[src/lasi_pkg.sv]
package lasi_pkg;

   // host port register offsets
   localparam logic [7:0] ADDR_IDENTITY   = 8'h0f;
   localparam logic [7:0] ADDR_STATUS_A   = 8'h18;
   localparam logic [7:0] ADDR_MASK_A     = 8'h19;
   localparam logic [7:0] ADDR_STATUS_B   = 8'h1a;
   localparam logic [7:0] ADDR_MASK_B     = 8'h1b;
   localparam logic [7:0] ADDR_FRAME_EVT  = 8'h1c;
   localparam logic [7:0] ADDR_FRAME_MASK = 8'h1d;
   localparam logic [7:0] ADDR_COMMON_ONE = 8'h70;

   // field positions in common_control_one
   localparam int CCR_PIN_FUNC_BIT = 0;
   localparam int CCR_MCLK_SEL_BIT = 7;

   // value after reset and read value of unmapped addresses
   localparam logic [7:0] RESET_REG  = 8'h00;
   localparam logic [7:0] UNMAPPED_RD = 8'h00;

   // carrier loss zero-run thresholds and clearing density
   localparam logic [11:0] ZEROS_E1_SHORT = 12'd255;
   localparam logic [11:0] ZEROS_E1_LONG  = 12'd2048;
   localparam logic [11:0] ZEROS_T1       = 12'd192;
   localparam logic [7:0]  ONES_WINDOW    = 8'd255;
   localparam logic [7:0]  ONES_TO_CLEAR  = 8'd32;

   // one channel time (eight bit periods) and the system clock
   localparam int CLK_PERIOD_NS = 40;
   localparam int T1_CHAN_NS    = 5184;
   localparam int E1_CHAN_NS    = 3904;
   localparam logic [7:0] T1_CHAN_CYC =
      8'((T1_CHAN_NS + CLK_PERIOD_NS - 1) / CLK_PERIOD_NS);
   localparam logic [7:0] E1_CHAN_CYC =
      8'((E1_CHAN_NS + CLK_PERIOD_NS - 1) / CLK_PERIOD_NS);

   // multiframes with distant alarm bit set before the alarm
   localparam logic [1:0] DMA_RUN = 2'd2;

   // live receive conditions reported by the framer
   typedef struct packed {
      logic spare_code;
      logic loop_down;
      logic loop_up;
      logic v5_link;
      logic remote_alarm;
      logic yellow;
      logic all_ones;
      logic sync_loss;
   } lasi_cond_t;

   // one-cycle frame and signaling events from the framer
   typedef struct packed {
      logic ais_ci;
      logic sig_ones;
      logic sig_zeros;
      logic tx_mf;
      logic tx_align;
      logic rx_mf;
      logic rx_crc_mf;
      logic rx_align;
   } lasi_evt_t;

endpackage : lasi_pkg

[src/lasi_status_irq.sv]
// Summary of operation
// - clock select bit: 0 pin, 1 system clock
// - identity: revision low nibble, device id high
// - sync loss bit follows framer sync state
// - carrier loss after 255/2048/192 zero run
// - all-ones live; yellow live in T1 only
// - sync regained latched until status read
// - clear events on condition end; yellow T1
// - first register masks: rising edge interrupts low nibble, clear event interrupts high nibble
// - second register masks: both edge interrupts
// - distant alarm after two consecutive set multiframes
// - E1 remote alarm and V5.2 link conditions
// - receive clock loss after one idle channel
// - transmit clock loss, drives shared pin high when pin function bit is 1
// - T1 loop up, down, spare code conditions
// - E1 receive align frame event latched
// - E1 transmit align frame event latched
// - E1 CRC-4 multiframe event latched
// - receive multiframe event latched
// - transmit multiframe event latched
// - E1 signaling all-zeros and all-ones events
// - T1 AIS-CI event latched
// - third mask enables each frame event interrupt
module lasi_status_irq #(
   parameter logic [3:0] DIE_REVISION = 4'h1, // arbitrary value
   parameter logic [3:0] DEVICE_CODE  = 4'h5  // arbitrary value
) (
   // clock, reset, enable
   input  wire logic               clk_sys,
   input  wire logic               nrst,
   input  wire logic               ce,
   // host port
   input  wire logic [7:0]         host_addr,
   input  wire logic               host_wr,
   input  wire logic               host_rd,
   input  wire logic [7:0]         host_wdata,
   output logic      [7:0]         host_rdata_q,
   // mode straps from the framer configuration
   input  wire logic               e1_mode,
   input  wire logic               e1_carrier_2048,
   // framer detection inputs
   input  wire lasi_pkg::lasi_cond_t framer_cond,
   input  wire lasi_pkg::lasi_evt_t  framer_evt,
   input  wire logic               mf_ts16_valid,
   input  wire logic               mf_ts16_bit6,
   // line and clock pins
   input  wire logic               rx_positive_rail_in,
   input  wire logic               rx_negative_rail_in,
   input  wire logic               rx_line_clock_in,
   input  wire logic               tx_line_clock,
   input  wire logic               tx_system_clock_pin,
   input  wire logic               master_clock_pin,
   // outputs
   output logic                    master_clock_out_q,
   output logic                    shared_alarm_pin_q,
   output logic                    irq_n_q
);

   // pin synchroniser bit positions
   localparam int P_RPOS = 0;
   localparam int P_RNEG = 1;
   localparam int P_RCLK = 2;
   localparam int P_TX_LINE_CLOCK = 3;
   localparam int P_TSYS = 4;
   localparam int P_MCLK = 5;

   logic [5:0]  pin_s1_q;
   logic [5:0]  pin_s2_q;
   logic [1:0]  clk_prev_q;
   logic [7:0]  mask_a_q;
   logic [7:0]  mask_b_q;
   logic [7:0]  mask_c_q;
   logic        mclk_sel_q;
   logic        pin_func_q;
   logic [11:0] zero_run_q;
   logic [7:0]  win_cnt_q;
   logic [7:0]  ones_cnt_q;
   logic        carrier_loss_q;
   logic [7:0]  idle_cnt_q [2];
   logic [1:0]  clk_loss_q;
   logic [1:0]  dma_cnt_q;
   logic        distant_mf_q;
   logic [3:0]  cond_a_prev_q;
   logic [7:0]  cond_b_prev_q;
   logic [3:0]  evt_a_q;
   logic [3:0]  pend_a_q;
   logic [7:0]  pend_b_q;
   logic [7:0]  evt_c_q;
   logic        rx_bit_tick;
   logic        rx_zero_bit;
   logic [11:0] zero_limit;
   logic [7:0]  chan_limit;
   logic [1:0]  clk_edge;
   logic [3:0]  cond_a;
   logic [7:0]  cond_b;
   logic [3:0]  evt_a_set;
   logic [7:0]  evt_c_set;
   logic        rd_status_a;
   logic        rd_status_b;
   logic        rd_frame_evt;
   logic        irq_any;
   logic [7:0]  rd_mux;

   // two-stage synchronisers for every pin
   always_ff @(posedge clk_sys) begin
      if (!nrst) begin
         pin_s1_q <= 6'h00;
         pin_s2_q <= 6'h00;
      end else if (ce) begin
         pin_s1_q <= {master_clock_pin, tx_system_clock_pin, tx_line_clock,
                      rx_line_clock_in, rx_negative_rail_in,
                      rx_positive_rail_in};
         pin_s2_q <= pin_s1_q;
      end
   end

   // previous synchronised line clocks for edge detection
   always_ff @(posedge clk_sys) begin
      if (!nrst) begin
         clk_prev_q <= 2'h0;
      end else if (ce) begin
         clk_prev_q <= {pin_s2_q[P_TX_LINE_CLOCK], pin_s2_q[P_RCLK]};
      end
   end

   // line clock edges, receive bit tick and zero bit on the rails
   assign clk_edge    = clk_prev_q ^ {pin_s2_q[P_TX_LINE_CLOCK], pin_s2_q[P_RCLK]};
   assign rx_bit_tick = pin_s2_q[P_RCLK] & ~clk_prev_q[0];
   assign rx_zero_bit = ~pin_s2_q[P_RPOS] & ~pin_s2_q[P_RNEG];

   // zero-run threshold by line mode and E1 option
   always_comb begin
      if (!e1_mode) begin
         zero_limit = lasi_pkg::ZEROS_T1;
      end else if (e1_carrier_2048) begin
         zero_limit = lasi_pkg::ZEROS_E1_LONG;
      end else begin
         zero_limit = lasi_pkg::ZEROS_E1_SHORT;
      end
      chan_limit = e1_mode ? lasi_pkg::E1_CHAN_CYC : lasi_pkg::T1_CHAN_CYC;
   end

   // consecutive zero counter, saturating at the long threshold
   always_ff @(posedge clk_sys) begin
      if (!nrst) begin
         zero_run_q <= 12'h000;
      end else if (ce && rx_bit_tick) begin
         if (!rx_zero_bit) begin
            zero_run_q <= 12'h000;
         end else if (zero_run_q != lasi_pkg::ZEROS_E1_LONG) begin
            zero_run_q <= zero_run_q + 12'h001;
         end
      end
   end

   // ones density window used to leave carrier loss
   always_ff @(posedge clk_sys) begin
      if (!nrst) begin
         win_cnt_q  <= 8'h00;
         ones_cnt_q <= 8'h00;
      end else if (ce && rx_bit_tick) begin
         if (win_cnt_q == lasi_pkg::ONES_WINDOW - 8'h01) begin
            win_cnt_q  <= 8'h00;
            ones_cnt_q <= 8'h00;
         end else begin
            win_cnt_q <= win_cnt_q + 8'h01;
            if (!rx_zero_bit && ones_cnt_q != lasi_pkg::ONES_TO_CLEAR) begin
               ones_cnt_q <= ones_cnt_q + 8'h01;
            end
         end
      end
   end

   // carrier loss condition
   always_ff @(posedge clk_sys) begin
      if (!nrst) begin
         carrier_loss_q <= 1'b0;
      end else if (ce && rx_bit_tick) begin
         if (rx_zero_bit && zero_run_q + 12'h001 >= zero_limit) begin
            carrier_loss_q <= 1'b1;
         end else if (ones_cnt_q == lasi_pkg::ONES_TO_CLEAR) begin
            carrier_loss_q <= 1'b0;
         end
      end
   end

   // idle counters on receive (0) and transmit (1) line clocks
   always_ff @(posedge clk_sys) begin
      if (!nrst) begin
         for (int i = 0; i < 2; i++) begin
            idle_cnt_q[i] <= 8'h00;
            clk_loss_q[i] <= 1'b0;
         end
      end else if (ce) begin
         for (int i = 0; i < 2; i++) begin
            if (clk_edge[i]) begin
               idle_cnt_q[i] <= 8'h00;
               clk_loss_q[i] <= 1'b0;
            end else if (idle_cnt_q[i] >= chan_limit) begin
               clk_loss_q[i] <= 1'b1;
            end else begin
               idle_cnt_q[i] <= idle_cnt_q[i] + 8'h01;
            end
         end
      end
   end

   // distant multiframe alarm from time slot 16 frame 0 bit 6
   always_ff @(posedge clk_sys) begin
      if (!nrst) begin
         dma_cnt_q    <= 2'h0;
         distant_mf_q <= 1'b0;
      end else if (ce && mf_ts16_valid) begin
         if (!mf_ts16_bit6) begin
            dma_cnt_q    <= 2'h0;
            distant_mf_q <= 1'b0;
         end else if (dma_cnt_q + 2'h1 >= lasi_pkg::DMA_RUN) begin
            dma_cnt_q    <= lasi_pkg::DMA_RUN;
            distant_mf_q <= 1'b1;
         end else begin
            dma_cnt_q <= dma_cnt_q + 2'h1;
         end
      end
   end

   // live condition vectors with line mode gating
   always_comb begin
      cond_a = {framer_cond.yellow & ~e1_mode,
                framer_cond.all_ones,
                carrier_loss_q,
                framer_cond.sync_loss};
      cond_b = {framer_cond.spare_code & ~e1_mode,
                framer_cond.loop_down & ~e1_mode,
                framer_cond.loop_up & ~e1_mode,
                clk_loss_q[1],
                clk_loss_q[0],
                framer_cond.v5_link & e1_mode,
                distant_mf_q & e1_mode,
                framer_cond.remote_alarm & e1_mode};
   end

   // events in the first status register: ends of conditions
   always_comb begin
      evt_a_set = cond_a_prev_q & ~cond_a;
   end

   // frame events with line mode gating
   always_comb begin
      evt_c_set = {framer_evt.ais_ci & ~e1_mode,
                   framer_evt.sig_ones & e1_mode,
                   framer_evt.sig_zeros & e1_mode,
                   framer_evt.tx_mf,
                   framer_evt.tx_align & e1_mode,
                   framer_evt.rx_mf,
                   framer_evt.rx_crc_mf & e1_mode,
                   framer_evt.rx_align & e1_mode};
   end

   // previous condition values for edge detection
   always_ff @(posedge clk_sys) begin
      if (!nrst) begin
         cond_a_prev_q <= 4'h0;
         cond_b_prev_q <= 8'h00;
      end else if (ce) begin
         cond_a_prev_q <= cond_a;
         cond_b_prev_q <= cond_b;
      end
   end

   // read strobes that clear latched bits
   assign rd_status_a  = host_rd && host_addr == lasi_pkg::ADDR_STATUS_A;
   assign rd_status_b  = host_rd && host_addr == lasi_pkg::ADDR_STATUS_B;
   assign rd_frame_evt = host_rd && host_addr == lasi_pkg::ADDR_FRAME_EVT;

   // latched events; a new event wins over the clearing read
   always_ff @(posedge clk_sys) begin
      if (!nrst) begin
         evt_a_q <= lasi_pkg::RESET_REG[3:0];
         evt_c_q <= lasi_pkg::RESET_REG;
      end else if (ce) begin
         evt_a_q <= (rd_status_a ? 4'h0 : evt_a_q) | evt_a_set;
         evt_c_q <= (rd_frame_evt ? 8'h00 : evt_c_q) | evt_c_set;
      end
   end

   // pending interrupts of the condition bits
   always_ff @(posedge clk_sys) begin
      if (!nrst) begin
         pend_a_q <= 4'h0;
         pend_b_q <= 8'h00;
      end else if (ce) begin
         pend_a_q <= (rd_status_a ? 4'h0 : pend_a_q) |
                     (cond_a & ~cond_a_prev_q & mask_a_q[3:0]);
         pend_b_q <= (rd_status_b ? 8'h00 : pend_b_q) |
                     ((cond_b ^ cond_b_prev_q) & mask_b_q);
      end
   end

   // writable mask and control registers
   always_ff @(posedge clk_sys) begin
      if (!nrst) begin
         mask_a_q   <= lasi_pkg::RESET_REG;
         mask_b_q   <= lasi_pkg::RESET_REG;
         mask_c_q   <= lasi_pkg::RESET_REG;
         mclk_sel_q <= 1'b0;
         pin_func_q <= 1'b0;
      end else if (ce && host_wr) begin
         case (host_addr)
            lasi_pkg::ADDR_MASK_A: begin
               mask_a_q <= host_wdata;
            end
            lasi_pkg::ADDR_MASK_B: begin
               mask_b_q <= host_wdata;
            end
            lasi_pkg::ADDR_FRAME_MASK: begin
               mask_c_q <= host_wdata;
            end
            lasi_pkg::ADDR_COMMON_ONE: begin
               mclk_sel_q <= host_wdata[lasi_pkg::CCR_MCLK_SEL_BIT];
               pin_func_q <= host_wdata[lasi_pkg::CCR_PIN_FUNC_BIT];
            end
            default: begin
            end
         endcase
      end
   end

   // read data selection
   always_comb begin
      case (host_addr)
         lasi_pkg::ADDR_IDENTITY:   rd_mux = {DEVICE_CODE, DIE_REVISION};
         lasi_pkg::ADDR_STATUS_A:   rd_mux = {evt_a_q, cond_a};
         lasi_pkg::ADDR_MASK_A:     rd_mux = mask_a_q;
         lasi_pkg::ADDR_STATUS_B:   rd_mux = cond_b;
         lasi_pkg::ADDR_MASK_B:     rd_mux = mask_b_q;
         lasi_pkg::ADDR_FRAME_EVT:  rd_mux = evt_c_q;
         lasi_pkg::ADDR_FRAME_MASK: rd_mux = mask_c_q;
         lasi_pkg::ADDR_COMMON_ONE: rd_mux = {mclk_sel_q, 6'h00, pin_func_q};
         default:                   rd_mux = lasi_pkg::UNMAPPED_RD;
      endcase
   end

   // registered read data, captured on the read strobe
   always_ff @(posedge clk_sys) begin
      if (!nrst) begin
         host_rdata_q <= 8'h00;
      end else if (ce && host_rd) begin
         host_rdata_q <= rd_mux;
      end
   end

   // single interrupt from all pending and enabled sources
   assign irq_any = |pend_a_q | |pend_b_q |
                    |(evt_a_q & mask_a_q[7:4]) |
                    |(evt_c_q & mask_c_q);

   // registered active-low interrupt output
   always_ff @(posedge clk_sys) begin
      if (!nrst) begin
         irq_n_q <= 1'b1;
      end else if (ce) begin
         irq_n_q <= ~irq_any;
      end
   end

   // master clock source and shared alarm pin
   always_ff @(posedge clk_sys) begin
      if (!nrst) begin
         master_clock_out_q <= 1'b0;
         shared_alarm_pin_q <= 1'b0;
      end else if (ce) begin
         master_clock_out_q <= mclk_sel_q ? pin_s2_q[P_TSYS]
                                          : pin_s2_q[P_MCLK];
         shared_alarm_pin_q <= pin_func_q ? clk_loss_q[1]
                                          : framer_cond.sync_loss;
      end
   end

endmodule : lasi_status_irq

[config.mk]
export PLATFORM = sky130hd
export DESIGN_NAME = lasi_status_irq
export DESIGN_NICKNAME = d
export VERILOG_FILES = /design/src/lasi_pkg.sv /design/src/lasi_status_irq.sv
export SDC_FILE = /design/constraint.sdc
export NUM_CORES = 1
export LEC_CHECK = 0
export BUFFER_PORTS_ARGS = -buffer_cell sky130_fd_sc_hd__buf_2
export CAP_MARGIN = 10
export CORE_MARGIN = 10
export CORE_UTILIZATION = 40
export DETAILED_ROUTE_END_ITERATION = 12
export GPL_ROUTABILITY_DRIVEN = 1
export PLACE_DENSITY = 0.65
export SLEW_MARGIN = 20
export SYNTH_ARGS = -nofsm -noshare
export SYNTH_HDL_FRONTEND = slang
export SYNTH_SLANG_ARGS = --single-unit
[constraint.sdc]
create_clock -name clk_sys -period 8.5 [get_ports clk_sys]
set_input_delay 0.425 -clock clk_sys [delete_from_list [all_inputs] [get_ports clk_sys]]
set_output_delay 0.425 -clock clk_sys [all_outputs]
set_load 0.05 [all_outputs]
==> results.json <==
{
  "fmax_mhz": 343,
  "overflow": 0,
  "cts_root_buf": "clkbuf_16",
  "maxSlewHeadroom_pct": 24.3,
  "clock_power_share_pct": 50.9,
  "vias": 5485,
  "area_delta_synth_final_pct": 15.9,
  "cp_max_fo": 10,
  "finalCoreUtilization_pct": 47.2,
  "clk_path_buf_depth": 2,
  "ios": 58,
  "crit_path_frequent_cell": "o21a_1",
  "hold_viol": 0,
  "ys_dominant_reg_cell": "dfxtp_1",
  "ant_nets": 0,
  "crit_required_ps": 8530,
  "seqPwrFrac_pct": 41.9,
  "endpoint_kind": "register",
  "fp.coreArea_sq_um": 17200,
  "maxSlewViolCount": 0,
  "worst-path-buf-inv": 0,
  "fin_cells": 1019,
  "cp.arrival_ps": 2950,
  "start_util_pct": 40.7,
  "p_switching_uw": 379,
  "fin_skew_ps": 8.31,
  "dp_hpwl_mm": 12.0,
  "insertion_delay_ps": 420,
  "hp-class": "input port to register",
  "status": "finished, final reports clean",
  "nets": 854,
  "ys_warn_count": 0,
  "postSynth.asyncResetShare_pct": 0,
  "die_area_sq_um": 23300,
  "cts_max_level": 4,
  "synth_top_family_by_area": "simple AND/OR/NAND/NOR gates",
  "crit_family": "compound AO/OA/AOI/OAI gates",
  "cts_tree": "built",
  "rsz0062_at_grt": "no",
  "synth_mux_area_share_pct": 8.50,
  "track_usage_pct": 14.3,
  "synth_top_area_share_pct": 34.5,
  "post_drt_wl_per_cell_um": 16.5,
  "port_buffers": 57,
  "synth.avg_cell_area_sq_um": 9.50,
  "ys_seq_area_share_pct": 41.3,
  "ys_ff_latch": 137,
  "worstSetupPathType": "register to register",
  "drcViolationCount": 0,
  "syn_inst": 739,
  "dp_cells": 986,
  "pwr-share-comb_pct": 7.2,
  "globalplace.congestion": 0.840,
  "synth_fa_ha_area_share_pct": 4.81,
  "switching_share_pct": 22.9,
  "crit_chain": "or4_1, o21a_1, o21a_1, o21a_1, o311ai_1",
  "rows": 48,
  "drt_iter0_drc": 319,
  "cap_violations": 0,
  "yosysTopAreaCell": "dfxtp_1",
  "multiInputGateArea_sq_um": 3900,
  "grt_max_degree": 62,
  "vdd_drop_max_mv": 0.149,
  "synthSimpleGateAreaFrac_pct": 23.1,
  "setup.worst_path.start": "idle_cnt_q[0][3]$_SDFFCE_PN0P_",
  "grt_pass1_wl_mm": 27.6,
  "synth-xor-area-share_pct": 4.99,
  "ctsHoldBuffers": 0,
  "fillers": 1616,
  "startpoint_type": "register",
  "tightest_slew_ps": 1120,
  "syn_area_sq_um": 7020,
  "hp-start": "tx_line_clock",
  "drt-pass1-iter-count": 5,
  "grt_pass1_vias": 5274,
  "synth_edf_count": 16,
  "syn_nets": 813,
  "whs_ps": 260,
  "ff_latch_area_sq_um": 2900,
  "antenna_found_initial": 2,
  "synth_compound_area_share_pct": 14.1,
  "synth.area.top_cells": "dfxtp_1 34%, edfxtp_1 6.8%, mux2i_1 6.4%",
  "cts_setup_buffers": 0,
  "cts_sinks": 137,
  "path_clk_slew_ps": 60,
  "post_cts_resized": 0,
  "p_leak_uw": 0.00313,
  "yosysUniqueCellTypes": 66,
  "die_x_um": 153,
  "die_h_um": 153,
  "timing.rr.start": "idle_cnt_q[0][3]$_SDFFCE_PN0P_",
  "drive_gt1_share_pct": 13.7,
  "fin_setup_tns_ps": 0,
  "max_stage_delay_ps": 950,
  "avgViaCountPerCell": 5.38,
  "cpMaxStageDelayCell": "o311ai_1",
  "internal-power_uw": 1280,
  "period_share_pct": 34.3,
  "cts-buffers-inserted": 17,
  "setup_violations": 0,
  "final.min_clock_period_ps": 2910,
  "powerDensity_nw_per_um2": 204,
  "wirelength_mm": 16.8
}
==> per-stage QoR <==
step	setup WS [ps]	power, uW	area [sq um]
after global routing	5460	1710	8140
after detailed placement	5340	829	7460
final	5590	1660	8140
after global placement	5280	828	7450
after floorplan	5340	788	7020
after CTS	5570	1670	8140
==> final timing paths <==
path / endpoint / cells after the start / slack (ps)
worst max-delay path: idle_cnt_q[0][2]$_SDFFCE_PN0P_ / 5 / 5590
worst min-delay path: pin_s1_q[3]$_SDFFE_PN0P_ / 3 / 260
worst max register to register: idle_cnt_q[0][2]$_SDFFCE_PN0P_ / 5 / 5590
worst min register to register: host_rdata_q[1]$_SDFFE_PN0P_ / 2 / 450
==> cell type report <==
cell class	count	share of cell area, %
Antenna cell	1	0.0308
Clock buffer	18	5.27
Clock inverter	14	3.00
Inverter	19	0.876
Multi-Input combinational cell	545	47.9
Sequential cell	137	35.7
Tap cell	225	3.46
Timing Repair Buffer	60	3.78
==> synthesized netlist by cell type (3+ instances only) <==
| master | n |
|---|---|
| o21ai_0 | 19 |
| or3_1 | 4 |
| a31oi_1 | 5 |
| xnor2_1 | 13 |
| mux4_2 | 4 |
| inv_1 | 19 |
| clkbuf_1 | 26 |
| nand4b_1 | 5 |
| buf_1 | 5 |
| a21oi_1 | 14 |
| edfxtp_1 | 16 |
| a22oi_1 | 14 |
| a32o_1 | 8 |
| nand2_1 | 67 |
| o21a_1 | 9 |
| xor2_1 | 27 |
| buf_2 | 5 |
| mux2_2 | 5 |
| o211ai_1 | 5 |
| a32oi_1 | 10 |
| a21boi_0 | 24 |
| and4_1 | 5 |
| and3_1 | 8 |
| mux2i_1 | 45 |
| nor2_1 | 28 |
| nor2b_1 | 72 |
| and2_1 | 8 |
| o211a_1 | 3 |
| ha_1 | 27 |
| nand3_1 | 25 |
| dfxtp_1 | 121 |
| nand2b_1 | 4 |
| nor4_1 | 4 |
| nor3_1 | 26 |
| nand4_1 | 12 |
| or4_1 | 5 |
==> layout by cell type (no fill, tap or decap), types with 6 or more instances in the layout <==
| master | count |
|---|---|
| a32o_1 | 8 |
| a22oi_1 | 14 |
| dfxtp_1 | 121 |
| nor2b_1 | 72 |
| a21oi_1 | 14 |
| o21ai_0 | 19 |
| nand3_1 | 25 |
| nor3_1 | 26 |
| a21boi_0 | 24 |
| bufinv_16 | 6 |
| o21a_1 | 9 |
| nand4_1 | 12 |
| and2_1 | 8 |
| buf_2 | 57 |
| mux2i_1 | 45 |
| ha_1 | 27 |
| xor2_1 | 27 |
| edfxtp_1 | 16 |
| a32oi_1 | 10 |
| nor2_1 | 28 |
| xnor2_1 | 13 |
| nand2_1 | 67 |
| inv_1 | 19 |
| clkbuf_16 | 17 |
| and3_1 | 8 |
==> logic make-up (layout without fill, tap and decap cells) <==
| kind of cell | Yosys count | after routing |
|---|---|---|
| fa+ha+maj | 27 | 27 |
| mux | 54 | 54 |
| simple gates | 290 | 290 |
| flops | 137 | 137 |
| compound gates | 134 | 134 |
| other cells | 0 | 1 |
| buf+inv | 57 | 111 |
| xor+xnor | 40 | 40 |
==> worst reg2reg max path: stages (launching register included) <==
cell and delay, ps:
edfxtp_1 420, or4_1 540, o21a_1 180, o21a_1 160, o21a_1 280, o311ai_1 950
==> flip-flops by register name (all words and copies together) (netlist names), 2 cells and up <==
register / flops
host_rdata_q: 8
evt_c_q: 8
idle_cnt_q: 16
cond_b_prev_q: 8
clk_loss_q: 2
mask_b_q: 8
pin_s2_q: 6
evt_a_q: 4
zero_run_q: 12
pend_a_q: 4
clk_prev_q: 2
pend_b_q: 8
win_cnt_q: 8
ones_cnt_q: 8
cond_a_prev_q: 4
pin_s1_q: 6
dma_cnt_q: 2
mask_a_q: 8
mask_c_q: 8
==> layer usage <==
metal  vias up  part of all wire, %  GRT usage, %
met1      2580                   47          17.8
li1       2773                    -             -
met4         2                  1.8          4.95
met5         -                0.042             0
met3        22                  5.3          4.32
met2       108                   46          22.8
==> power by group through the flow <==
stage	clock network, uW	logic [uW]	registers [uW]
floorplan	0	82.2	706
global placement	0	119	708
detailed placement	0	120	709
CTS	854	121	695
global route	882	134	698
finish	843	119	695
(Power assumes the default switching activity.)
